$ cat src/common/fsl_consts.svh
// Purpose: Constants for the isolated serial link block
// Assumes: Included by bare name from design files
// Notes:   Rule overview follows
// Overview of operation
// - Link traffic always uses the channel B pins when any channel enables it
// - Link enables come from nonvolatile configuration bits, not pin straps
// - Bit-mode value 10 holds link in reset; input still accepted; 0 resumes
// - A ready byte starts its frame with a low start bit
// - No outgoing frame starts while an incoming frame is being received
// - Outgoing data bits go least significant bit first
// - Last outgoing bit names origin channel: 0 for A, 1 for B
// - Low start bit seen drops clear-to-send on the next rising clock edge
// - Incoming frame is start bit 0, then eight data bits LSB first
// - Last incoming bit routes byte; disabled target falls to other channel
// - With no channel enabled the whole link stays inactive
// - Clear-to-send stays low until another incoming byte can be taken
// - Outgoing frame is start, eight data, channel bit; one bit per clock
`ifndef FSL_CONSTS_SVH
`define FSL_CONSTS_SVH
`define FSL_DATA_BITS   8
`define FSL_FRAME_BITS  10
`define FSL_BMODE_RESET 8'h10
`define FSL_BMODE_RUN   8'h00
`define FSL_FIFO_DEPTH  4
`endif

$ cat src/common/fsl_pkg.sv
// Purpose: Types for the isolated serial link block
// Assumes: Constants live in fsl_consts.svh
// Notes:   Types only
package fsl_pkg;
  typedef logic [7:0] fsl_byte_t;
  typedef enum logic [1:0] {FSL_TX_IDLE, FSL_TX_SHIFT} fsl_tx_state_t;
  typedef enum logic [1:0] {FSL_RX_IDLE, FSL_RX_SHIFT, FSL_RX_HOLD}
    fsl_rx_state_t;
endpackage

$ cat src/rtl/fsl_fifo.sv
// Purpose: Small valid/ready FIFO on the outgoing byte path
// Assumes: Single clock, synchronous active-high reset
// Notes:   Read data is read combinationally from the storage array
`timescale 1ns/1ps
`default_nettype none
module fsl_fifo #(
  parameter int WIDTH = 9,
  parameter int DEPTH = 4
) (
  input  wire logic             mclk,
  input  wire logic             srst,
  input  wire logic [WIDTH-1:0] inData,
  input  wire logic             inValid,
  output logic                  inReady,
  output logic      [WIDTH-1:0] outData,
  output logic                  outValid,
  input  wire logic             outReady
);
  localparam int AW = $clog2(DEPTH);
  logic [WIDTH-1:0] mem [DEPTH];
  logic [AW-1:0]    wrPtr_r;
  logic [AW-1:0]    rdPtr_r;
  logic [AW:0]      count_r;
  logic             push;
  logic             pop;

  // Handshake terms; a held output word counts as occupying a slot
  assign inReady = (count_r != (AW+1)'(DEPTH));
  assign push    = inValid && inReady;
  assign pop     = outReady && (count_r != '0);
  assign outValid = (count_r != '0);
  assign outData = mem[rdPtr_r];

  // Storage write
  always_ff @(posedge mclk) begin
    if (push) begin
      mem[wrPtr_r] <= inData;
    end
  end

  // Pointers and fill count
  always_ff @(posedge mclk) begin
    if (srst) begin
      wrPtr_r <= '0;
      rdPtr_r <= '0;
      count_r <= '0;
    end else begin
      if (push) begin
        wrPtr_r <= (wrPtr_r == AW'(DEPTH-1)) ? '0 : wrPtr_r + 1'b1;
      end
      if (pop) begin
        rdPtr_r <= (rdPtr_r == AW'(DEPTH-1)) ? '0 : rdPtr_r + 1'b1;
      end
      count_r <= count_r + (AW+1)'(push) - (AW+1)'(pop);
    end
  end
endmodule
`default_nettype wire

$ cat src/rtl/fsl_link.sv
// Purpose: Device end of the four-wire isolated serial link
// Assumes: Link clock and data pins are asynchronous to mclk
// Notes:   Serial output changes one mclk after the sampled rising link edge
//          and holds its value until the next one while running; clear-to-send drops at a link edge or when both enables clear, and returns without one
`timescale 1ns/1ps
`default_nettype none
`include "fsl_consts.svh"
module fsl_link (
  input  wire logic             mclk,
  input  wire logic             srst,
  input  wire logic             cfgLinkA,
  input  wire logic             cfgLinkB,
  input  wire logic       [7:0] bitMode,
  input  wire logic             bitModeWr,
  input  wire fsl_pkg::fsl_byte_t txDataA,
  input  wire logic             txValidA,
  output logic                  txReadyA,
  input  wire fsl_pkg::fsl_byte_t txDataB,
  input  wire logic             txValidB,
  output logic                  txReadyB,
  output fsl_pkg::fsl_byte_t    rxData,
  output logic                  rxValidA,
  output logic                  rxValidB,
  input  wire logic             rxReady,
  input  wire logic             link_clock_in,
  input  wire logic             serial_in_line,
  output logic                  serial_out_line,
  output logic                  link_clear_to_send,
  output logic                  linkPinsOwned,
  output logic                  linkHeld
);
  import fsl_pkg::*;

  // Pin synchronisers and link edge
  logic [1:0]  clkSync_r;
  logic [1:0]  dinSync_r;
  logic        clkPrev_r;
  logic        rise;
  // Enables and hold
  logic        active;
  logic        run;
  logic        held_r;
  // Transmit and receive shifters
  fsl_tx_state_t txState_r;
  fsl_rx_state_t rxState_r;
  logic [8:0]  txShift_r;
  logic [3:0]  txCnt_r;
  logic [7:0]  rxShift_r;
  logic [3:0]  rxCnt_r;
  logic        rxDest_r;
  // Pin and host-side registers
  logic        sdo_r;
  logic        cts_r;
  logic        own_r;
  logic        rxValidA_r;
  logic        rxValidB_r;
  logic [7:0]  rxData_r;
  // Outgoing byte queue
  logic [8:0]  fifoIn;
  logic        fifoInValid;
  logic        fifoInReady;
  logic [8:0]  fifoOut;
  logic        fifoOutValid;
  logic        fifoPop;
  logic        pickB_r;

  // Channel route for an incoming byte, falling to the enabled other one
  function automatic logic routeToB(input logic target_channel_bit, input logic enA,
                                    input logic enB);
    routeToB = target_channel_bit ? enB : !enA;
  endfunction

  // Two-stage synchronisers for the link pins
  always_ff @(posedge mclk) begin
    if (srst) begin
      clkSync_r <= 2'h0;
      dinSync_r <= 2'h3;
      clkPrev_r <= 1'b0;
    end else begin
      clkSync_r <= {clkSync_r[0], link_clock_in};
      dinSync_r <= {dinSync_r[0], serial_in_line};
      clkPrev_r <= clkSync_r[1];
    end
  end

  // Rising link edge found from the synchronised level
  assign rise = clkSync_r[1] && !clkPrev_r;
  assign active = cfgLinkA || cfgLinkB;
  assign run = active && !held_r;

  // Bit-mode hold state
  always_ff @(posedge mclk) begin
    if (srst) begin
      held_r <= 1'b0;
    end else if (bitModeWr) begin
      if (bitMode == `FSL_BMODE_RESET) begin
        held_r <= 1'b1;
      end else if (bitMode == `FSL_BMODE_RUN) begin
        held_r <= 1'b0;
      end
    end
  end

  // Pins belong to channel B whenever any channel enables the link
  always_ff @(posedge mclk) begin
    if (srst) begin
      own_r <= 1'b0;
    end else begin
      own_r <= active;
    end
  end

  // Host bytes are taken even while held; alternate A and B fairly
  always_ff @(posedge mclk) begin
    if (srst) begin
      pickB_r <= 1'b0;
    end else if (fifoInValid && fifoInReady) begin
      pickB_r <= !fifoIn[8];
    end
  end

  // Source select into the FIFO; bit 8 carries the origin channel
  always_comb begin
    fifoIn = 9'h000;
    fifoInValid = 1'b0;
    txReadyA = 1'b0;
    txReadyB = 1'b0;
    if (active) begin
      if (txValidB && cfgLinkB && (pickB_r || !(txValidA && cfgLinkA))) begin
        fifoIn = {1'b1, txDataB};
        fifoInValid = 1'b1;
        txReadyB = fifoInReady;
      end else if (txValidA && cfgLinkA) begin
        fifoIn = {1'b0, txDataA};
        fifoInValid = 1'b1;
        txReadyA = fifoInReady;
      end
    end
  end

  fsl_fifo #(
    .WIDTH (9),
    .DEPTH (`FSL_FIFO_DEPTH)
  ) u_fifo (
    .mclk     (mclk),
    .srst     (srst),
    .inData   (fifoIn),
    .inValid  (fifoInValid),
    .inReady  (fifoInReady),
    .outData  (fifoOut),
    .outValid (fifoOutValid),
    .outReady (fifoPop)
  );

  // Start a frame only when idle in both directions and released
  assign fifoPop = run && rise && (txState_r == FSL_TX_IDLE) && fifoOutValid
                   && (rxState_r == FSL_RX_IDLE) && dinSync_r[1];

  // Transmit shifter, paced only by the far party's clock
  always_ff @(posedge mclk) begin
    if (srst) begin
      txState_r <= FSL_TX_IDLE;
      txShift_r <= 9'h000;
      txCnt_r   <= 4'h0;
      sdo_r     <= 1'b1;
    end else if (!run) begin
      txState_r <= FSL_TX_IDLE;
      txCnt_r   <= 4'h0;
      sdo_r     <= 1'b1;
    end else if (rise) begin
      case (txState_r)
        FSL_TX_IDLE: begin
          if (fifoPop) begin
            sdo_r     <= 1'b0;
            txShift_r <= fifoOut; // Data then origin bit
            txCnt_r   <= 4'h0;
            txState_r <= FSL_TX_SHIFT;
          end else begin
            // High only at a link edge, so the origin bit stands a period
            sdo_r     <= 1'b1;
          end
        end
        FSL_TX_SHIFT: begin
          // One bit each link clock, LSB first
          sdo_r     <= txShift_r[0];
          txShift_r <= {1'b1, txShift_r[8:1]};
          if (txCnt_r == 4'(`FSL_FRAME_BITS - 2)) begin
            txState_r <= FSL_TX_IDLE;
          end
          txCnt_r <= txCnt_r + 4'h1;
        end
        default: txState_r <= FSL_TX_IDLE;
      endcase
    end
  end

  // Receive shifter and clear-to-send
  always_ff @(posedge mclk) begin
    if (srst) begin
      rxState_r  <= FSL_RX_IDLE;
      rxShift_r  <= 8'h00;
      rxCnt_r    <= 4'h0;
      rxDest_r   <= 1'b0;
      cts_r      <= 1'b0;
      rxValidA_r <= 1'b0;
      rxValidB_r <= 1'b0;
      rxData_r   <= 8'h00;
    end else begin
      case (rxState_r)
        FSL_RX_IDLE: begin
          cts_r <= active && !(rxValidA_r || rxValidB_r);
          if (active && rise && !dinSync_r[1] && cts_r) begin
            cts_r     <= 1'b0;
            rxCnt_r   <= 4'h0;
            rxState_r <= FSL_RX_SHIFT;
          end
        end
        FSL_RX_SHIFT: begin
          cts_r <= 1'b0;
          if (rise) begin
            if (rxCnt_r < 4'(`FSL_DATA_BITS)) begin
              rxShift_r <= {dinSync_r[1], rxShift_r[7:1]};
            end else begin
              rxDest_r  <= dinSync_r[1];
              rxState_r <= FSL_RX_HOLD;
            end
            rxCnt_r <= rxCnt_r + 4'h1;
          end
        end
        FSL_RX_HOLD: begin
          // Deliver to the routed channel
          rxData_r <= rxShift_r;
          if (routeToB(rxDest_r, cfgLinkA, cfgLinkB)) begin
            rxValidB_r <= 1'b1;
          end else begin
            rxValidA_r <= 1'b1;
          end
          rxState_r <= FSL_RX_IDLE;
        end
        default: rxState_r <= FSL_RX_IDLE;
      endcase
      if ((rxValidA_r || rxValidB_r) && rxReady) begin
        rxValidA_r <= 1'b0;
        rxValidB_r <= 1'b0;
      end
    end
  end

  // Pins and host outputs straight from their registers
  assign serial_out_line    = sdo_r;
  assign link_clear_to_send = cts_r;
  assign rxData             = rxData_r;
  assign rxValidA           = rxValidA_r;
  assign rxValidB           = rxValidB_r;
  assign linkPinsOwned      = own_r;
  assign linkHeld           = held_r;
endmodule
`default_nettype wire

$ cat config.mk
export PLATFORM = sky130hd
export DESIGN_NAME = fsl_link
export DESIGN_NICKNAME = d
export VERILOG_FILES = /design/src/common/fsl_pkg.sv /design/src/rtl/fsl_fifo.sv /design/src/rtl/fsl_link.sv
export VERILOG_INCLUDE_DIRS = /design/src /design/src/common
export SDC_FILE = /design/constraint.sdc
export NUM_CORES = 1
export LEC_CHECK = 0
export ABC_AREA = 1
export BUFFER_PORTS_ARGS = -buffer_cell sky130_fd_sc_hd__buf_2
export CAP_MARGIN = 0
export CORE_MARGIN = 2
export CORE_UTILIZATION = 52
export CTS_CLUSTER_SIZE = 16
export DETAILED_ROUTE_END_ITERATION = 8
export PLACE_DENSITY = 0.76
export SYNTH_ARGS = -nofsm -noshare
export SYNTH_HDL_FRONTEND = slang
export SYNTH_SLANG_ARGS = --single-unit
$ cat constraint.sdc
create_clock -name mclk -period 2.1 [get_ports mclk]
set_clock_uncertainty 0.2 [all_clocks]
set_input_delay 0.315 -clock mclk [delete_from_list [all_inputs] [get_ports mclk]]
set_output_delay 0.315 -clock mclk [all_outputs]
set_load 0.1 [all_outputs]
==> results of run 1 <==
[worst max-delay path, cell delays in order (launching register included)]
cell	delay, ps
dfxtp_2	330
inv_2	40
nor2_4	100
nand2_2	60
nor2_2	130
nand2_2	70
inv_2	70
ha_4	200
inv_4	50
ha_4	110
inv_2	30
fa_2	520
nor2_2	40
[final timing paths]
path                       endpoint  slack (ps)  cells past startpoint
setup / recovery  u_fifo.count_r[1]          40                     12
hold / removal             rxValidB          50                      4
setup reg to reg  u_fifo.count_r[1]          40                     12
hold reg to reg        dinSync_r[1]         240                      1
[cell type report]
class / instances / share of cell area [%]
Tap cell: 102 / 2.64
Clock buffer: 10 / 3.08
Timing Repair Buffer: 75 / 9.88
Multi-Input combinational cell: 334 / 32.6
Inverter: 54 / 4.24
Clock inverter: 6 / 0.879
Sequential cell: 94 / 46.6
[cell families (layout without fill, tap and decap cells)]
kind of cell             after synthesis  after routing  synth area share, %
AND/OR/NAND/NOR                      245            245                 24.4
flip-flops                            94             94                 55.6
AO/OA/AOI/OAI                         77             77                 9.65
buffers and inverters                 66            145                 6.51
adder cells (fa/ha/maj)               11             11                 3.60
XOR/XNOR                               1              1                0.217
[registers in the layout, indices dropped and copies added (netlist names), 2 cells and up, named ones only]
signal and cells:
clkSync_r 2, dinSync_r 2, rxCnt_r 4, rxData 8, rxShift_r 8, rxState_r 2, txCnt_r 4, txShift_r 9
u_fifo.count_r 3, u_fifo.mem 36, u_fifo.rdPtr_r 2, u_fifo.wrPtr_r 2
[through the flow]
stage / instance area [sq um] / utilization (%) / setup TNS (ps) / total power [mW]
6_report: 4840 / 63.6 / 0 / 3.97
5_1_grt: 4840 / 63.6 / -64.1 / 4.16
4_1_cts: 4780 / 62.8 / 0 / 3.95
3_5_place_dp: 4560 / 59.9 / -55.6 / 2.82
3_3_place_gp: 4560 / 59.9 / 0 / 2.78
2_1_floorplan: 4060 / - / -96.6 / 2.59
[layout by cell type, fill, tap and decap left out, types with 2 or more instances in the layout]
cell type and instances:
clkinv_1 4, ha_4 2, inv_1 43, o21ai_0 52, dfxtp_4 3, o21ai_1 7
nand2_1 91, clkinv_4 2, nor2_2 7, clkbuf_8 9, inv_4 3, edfxtp_1 36
inv_2 6, dfxtp_2 2, nand2_2 4, buf_12 2, nand3_1 10, a21oi_1 17
ha_1 8, or2_2 2, nor2_4 2, nor2_1 123, buf_4 23, dfxtp_1 53
buf_2 47, dlygate4sd3_1 3, nand2_4 2
[metal layers]
layer | wire [um] | GRT usage [%] | share of wire (%)
met3 | 457 | 4.27 | 5.4
met2 | 4190 | 36.4 | 49
met4 | 112 | 7.96 | 1.3
met1 | 3730 | 26.3 | 44
met5 | 0 | 0 | 0
[synthesized netlist by cell type (all sizes together), types with 2 or more instances]
cell type    n
or2          2
a21oi       17
dfxtp       58
clkbuf       4
nand3       11
edfxtp      36
clkinv       4
buf          8
nor2       132
nand2       97
ha          10
o21ai       59
inv         50
[power by group]
part	leakage [nW]	total (mW)	internal (mW)	switching, mW
registers	0.809	2.09	2.03	0.0601
clock network	0.0983	1.15	0.506	0.640
logic	1.29	0.738	0.274	0.463
total	2.20	3.97	2.81	1.16
[timing repair]
item / in CTS / in global routing
hold buffers: 3 / 0
pin swaps: 0 / 4
gates resized for setup: 2 / 17
endpoints found under the hold margin: 3 / 0
setup endpoints to repair: 1 / 2
buffers inserted: 0 / 2
==> summary.md, run 1 <==
| Metric | Value |
|---|---|
| Fill count | `628` |
| Gr usage total | `21.1%` |
| Layout area overhead | `19.9%` |
| Post-synthesis cell area | `4030 sq um` |
| Reg-to-Reg Start | `dinSync_r[1]` |
| Worst Setup SP | `dinSync_r[1]` |
| Vias per Instance | `4.99` |
| Root buffer cell | `clkbuf_8` |
| CORE AREA | `7610 sq um` |
| Leak | `2.20 nW` |
| Clock Path Buffers | `2` |
| IO buf count | `49` |
| Worst hold margin | `50.7 ps` |
| Min-Delay Path Class | `in2reg` |
| # DRC | `0` |
| Max FO, Critical Path | `2` |
| RSZ-0062 raised after global routing | `true` |
| Multi-input logic area | `1580 sq um` |
| Synthesis Warnings | `0` |
| Top cell type's share of synthesized area | `28.8%` |
| Vias in the first global route | `3266` |
| Share of layout cells above drive strength 1 | `21.1%` |
| Die Wd | `92.1 um` |
| Req. time, crit path | `2150 ps` |
| Crit path arrival time | `2110 ps` |
| DP HPWL | `6.04 mm` |
| Max cap viols | `0` |
| Tmin final | `2060 ps` |
| Kind of end point of the critical path | `register` |
| Register area share after synthesis | `55.6%` |
| ANT nets after route | `0` |
| Routed wire length | `8.49 mm` |
| First-pass GRT wire length | `14.3 mm` |
| CTS buffer count | `9` |
| Yosys reg bits | `94` |
| VDD IR-drop max | `546 uV` |
| Drt initial violations | `142` |
| Synth cell types | `27` |
| TritonCTS clock tree | `built` |
| Max transition margin | `66.8%` |
| Clk Latency, worst-skew pair | `350 ps` |
| CP Class | `reg2reg` |
| Max H-tree Level | `3` |
| Setup violators final | `0` |
| Cell Rows | `32` |
| Final Hold Vio Count | `0` |
| Antenna violations before repair | `0` |
| Status | `finished, final reports clean` |
| Layout Nets | `613` |
| Worst slew pin tran | `502 ps` |
| Peak Freq | `485 MHz` |
| Ys async rst share | `0%` |
| Register area | `2260 sq um` |
| Post-Layout Cell Count | `675` |
| GP Congestion | `0.785` |
| Via count | `3367` |
| Post-synth EDFFs | `36` |
| Vert. Die Dim | `92.1 um` |
| Critical Path Source Type | `register` |
| Max-slew violations | `0` |
| I/O Pins | `50` |
| Largest net degree at the start of global routing | `22` |
| Total clock sinks | `94` |
| Hold path start | `rxReady` |
| Diodes inserted | `0` |
| Initial core utilization | `53.0%` |
| Syn nets | `539` |
| Area of the die | `8480 sq um` |
| Grt total ovfl | `0` |
| Synth area leader | `dfxtp_1` |
| Pre-antenna DRT Iters | `5` |
| Clk slew on worst S/H paths | `90 ps` |
| Most used DFF post-synth | `dfxtp_1` |
| Synth Area per Inst | `8.17 sq um` |
| Period utilization | `98.1%` |
| Dpl cells | `654` |
| Top post-synthesis cells by area | `dfxtp_1 (29%), edfxtp_1 (27%), nor2_1 (12%)` |
| Routed len/inst | `12.6 um` |
| Worst slack, placed | `-52.5 ps` |
| Cells after Synth | `494` |
| Post-route setup slack | `39.9 ps` |
| Power Density | `822 nW/um^2` |
Note: power is estimated with default switching activity, not from simulation.
==> run 2: changes to the inputs <==
- PLACE_DENSITY: 0.76 -> 0.75
- SYNTH_HIERARCHICAL: not set -> 1
==> run 2 against run 1 <==
The flow now finishes with violations (setup timing). First-iteration DRC count shrank 21%. Power grew 0.20%. Cell count shrank 0.44%. Combinational power grew 13%. Sequential power is essentially flat. Clock-buffer cell count shrank 1. Largest power group unchanged. Sequential share of layout area shrank 3.1 points. Non-clock buffer count grew 27. Die area grew 3.4%. Hold slack gained 9.0 ps.
==> summary.md, run 2 <==
| Metric | Value |
|---|---|
| Status | `finished, violations left` |
| Failing checks | `setup timing` |
| Largest reg by FF count | `u_fifo/mem` |
| Peak Freq | `428 MHz (-12%)` |
| Vias in the first global route | `3221 (-1.4%)` |
| Gr usage total | `21.5% (+0.34 points)` |
| Top post-synthesis cells by area | `dfxtp_1 (28%), edfxtp_1 (26%), nor2_1 (8.6%)` |
| Synthesis Warnings | `6 (+6)` |
| Clock Path Buffers | `2 (unchanged)` |
| Count leader, synth | `nor2_1` |
| GP Congestion | `0.771 (-1.7%)` |
| Top cell type's share of synthesized area | `27.8% (-0.97 points)` |
| Mux cell area share after synthesis | `1.92% (+1.9 points)` |
| Synth cell types | `41 (+52%)` |
| Synth Area per Inst | `9.00 sq um (+10%)` |
| Vert. Die Dim | `93.6 um (+1.7%)` |
| Grt total ovfl | `0 (unchanged)` |
| TritonCTS clock tree | `built` |
| Fill count | `604 (-3.8%)` |
| Critical Path Source Type | `register` |
| Via count | `3419 (+1.5%)` |
| ANT nets after route | `0 (unchanged)` |
| Area of the die | `8760 sq um (+3.4%)` |
| Leak | `2.30 nW (+4.7%)` |
| Most used DFF post-synth | `dfxtp_1` |
| Register area share after synthesis | `53.7% (-1.9 points)` |
| Worst slew pin tran | `503 ps (+1.26 ps)` |
| Biggest regs | `u_fifo/mem (36), txShift_r (9)` |
| Diodes inserted | `0 (unchanged)` |
| Antenna violations before repair | `0 (unchanged)` |
| Post-route setup slack | `-237 ps (-277 ps)` |
| Largest family of logic cells by synthesized area | `simple AND/OR/NAND/NOR gates` |
| Share of layout cells above drive strength 1 | `29.1% (+8.0 points)` |
| Largest net degree at the start of global routing | `22 (unchanged)` |
| Initial core utilization | `53.8% (+0.73 points)` |
| Synth Area in Simple Gates | `23.3% (-1.2 points)` |
| CP Class | `reg2reg` |
| Max H-tree Level | `3 (unchanged)` |
| Register-to-register setup slack | `-240 ps (-280 ps)` |
| Synth Area in Adders | `3.48% (-0.12 points)` |
| Commonest cells post-synth | `nor2_1 (96), nand2_1 (60), dfxtp_1 (58)` |
| Tmin final | `2340 ps (+277 ps)` |
| Most frequent cells in the layout | `nor2_1 (92), nand2_1 (58), dfxtp_1 (54)` |
| Routed len/inst | `13.5 um (+7.3%)` |
| Layout area overhead | `23.9%` |
| Reg-to-Reg Start | `u_fifo/count_r[1]` |
| Root buffer cell | `clkbuf_8` |
| # DRC | `0 (unchanged)` |
| Synth area leader | `dfxtp_1` |
| Layout Nets | `610 (-0.49%)` |
| IO buf count | `49 (unchanged)` |
| Clk Latency, worst-skew pair | `360 ps (about the same)` |
| Power Density | `770 nW/um^2 (-6.3%)` |
| Clk slew on worst S/H paths | `100 ps (about the same)` |
| Cell Rows | `32 (unchanged)` |
| Req. time, crit path | `2160 ps (about the same)` |
| Yosys reg bits | `94 (unchanged)` |
| Xor and xnor area share after synthesis | `0.420% (+0.20 points)` |
| Max-slew violations | `0 (unchanged)` |
| First-pass GRT wire length | `14.7 mm (+3.3%)` |
| R2r endpoint | `u_fifo/count_r[1]` |
| Total clock sinks | `94 (unchanged)` |
| Setup violators final | `2 (+2)` |
| Period utilization | `111% (+13 points)` |
| Max FO, Critical Path | `2 (unchanged)` |
| RSZ-0062 raised after global routing | `true` |
| Die Wd | `93.6 um (+1.7%)` |
| Placement Cell Area | `4780 sq um (+4.9%)` |
| Compound-gate portion of the synthesized area | `10.5% (+0.90 points)` |
| Cells after Synth | `464 (-6.1%)` |
| Kind of end point of the critical path | `register` |
| Design Area, Final | `5170 sq um (+6.9%)` |
| Pre-antenna DRT Iters | `5 (unchanged)` |
| Routed wire length | `9.07 mm (+6.8%)` |
| Ys async rst share | `0% (unchanged)` |
| Power, Total | `3.98 mW (+0.20%)` |
| Crit path arrival time | `2390 ps (+280 ps)` |
| Commonest non-fill, non-tap cell in the layout | `nor2_1` |
| Post-synthesis cell area | `4180 sq um (+3.5%)` |
| Vias per Instance | `5.09 (+2.0%)` |
| Worst Setup SP | `u_fifo/count_r[1]` |
| Flip-flop count of the largest register after layout | `36 (unchanged)` |
| Post-synth EDFFs | `36 (unchanged)` |
| Max transition margin | `66.7% (-0.084 points)` |
| Max cap viols | `0 (unchanged)` |
| CORE AREA | `7770 sq um (+2.1%)` |
| Final Hold Vio Count | `0 (unchanged)` |
| VDD IR-drop max | `474 uV (-13%)` |
| I/O Pins | `50 (unchanged)` |
| Min-Delay Path Class | `in2reg` |
| CP endpoint | `u_fifo/count_r[1]` |
| CTS buffer count | `9 (unchanged)` |
| Syn nets | `509 (-5.6%)` |
| DP HPWL | `5.97 mm (-1.0%)` |
| Drt initial violations | `112 (-21%)` |
| FF-to-FF path depth | `13 (+1)` |
## run 2: layout make-up
cell class              instances  area, sq um  area share (%)
flip-flops and latches         94         2250            43.6
multi-input cells             313         1730            33.5
repair buffers                102          699            13.5
inverters                      45          179            3.46
well taps                     102          128            2.47
clock buffers                   9          124            2.40
clock inverters                 7         56.3            1.09
## run 2: repair_timing
action | CTS | global route
pin swaps | 3 | 6
buffers inserted | 11 | 6
endpoints found under the hold margin | 3 | 0
endpoints found under the setup margin | 2 | 6
resized for setup | 11 | 14
hold buffers | 3 | 0
## run 2: power breakdown
| part | total, mW | switching, mW | internal (mW) | leakage, nW |
|---|---|---|---|---|
| Sequential | 2.06 | 0.0491 | 2.01 | 0.809 |
| Combinational | 0.833 | 0.457 | 0.376 | 1.40 |
| Clock | 1.09 | 0.647 | 0.446 | 0.0920 |
| Total | 3.98 | 1.15 | 2.83 | 2.30 |
## run 2: critical path: stages (launching register included)
cell      delay, ps
dfxtp_4         370
nor2_4           40
nand2_2          60
nand2_2          70
nor2_4          110
nand4_1         140
inv_2            90
a21boi_2        150
ha_1            240
inv_2            70
ha_4            120
inv_2            30
fa_2            510
nor2_1           40
## run 2: cells by family after synthesis
logic type / Yosys count
AO/OA/AOI/OAI: 80
XOR/XNOR: 2
adder cells (fa/ha/maj): 11
buffers and inverters: 57
flip-flops: 94
multiplexers: 8
AND/OR/NAND/NOR: 212
## run 2: worst min path at each step
stage | slack (ps) | endpoint | startpoint | depth (start not counted)
after floorplan | 170 | u_fifo/count_r[1] | srst | 1
after global placement | 200 | dinSync_r[1] | dinSync_r[0] | 1
after detailed placement | 200 | dinSync_r[1] | dinSync_r[0] | 1
after CTS | 50 | rxValidA | rxReady | 4
after global routing | 110 | u_fifo/mem[0][3] | txDataB[3] | 3
final | 60 | rxValidA | rxReady | 4
## run 2: routing by layer
metal / part of all wire, % / GRT usage (%) / vias up / routed length [um]
met5: 0 / 0 / - / 0
met3: 3.3 / 4.19 / 12 / 296
met1: 46 / 28.7 / 1611 / 4150
met4: 1.4 / 5.92 / 0 / 128
li1: - / - / 1746 / -
met2: 50 / 35.9 / 50 / 4490
## run 2: per-stage QoR
stage	std cells	setup WS (ps)	hold slack [ps]	util [%]	TNS [ps]
after global routing	672	-305	113	66.6	-596
after global placement	639	-188	199	61.5	-336
after CTS	669	-166	46.3	65.8	-305
after detailed placement	639	-230	202	61.5	-406
final	672	-237	59.7	66.6	-451
after floorplan	464	-269	172	-	-506
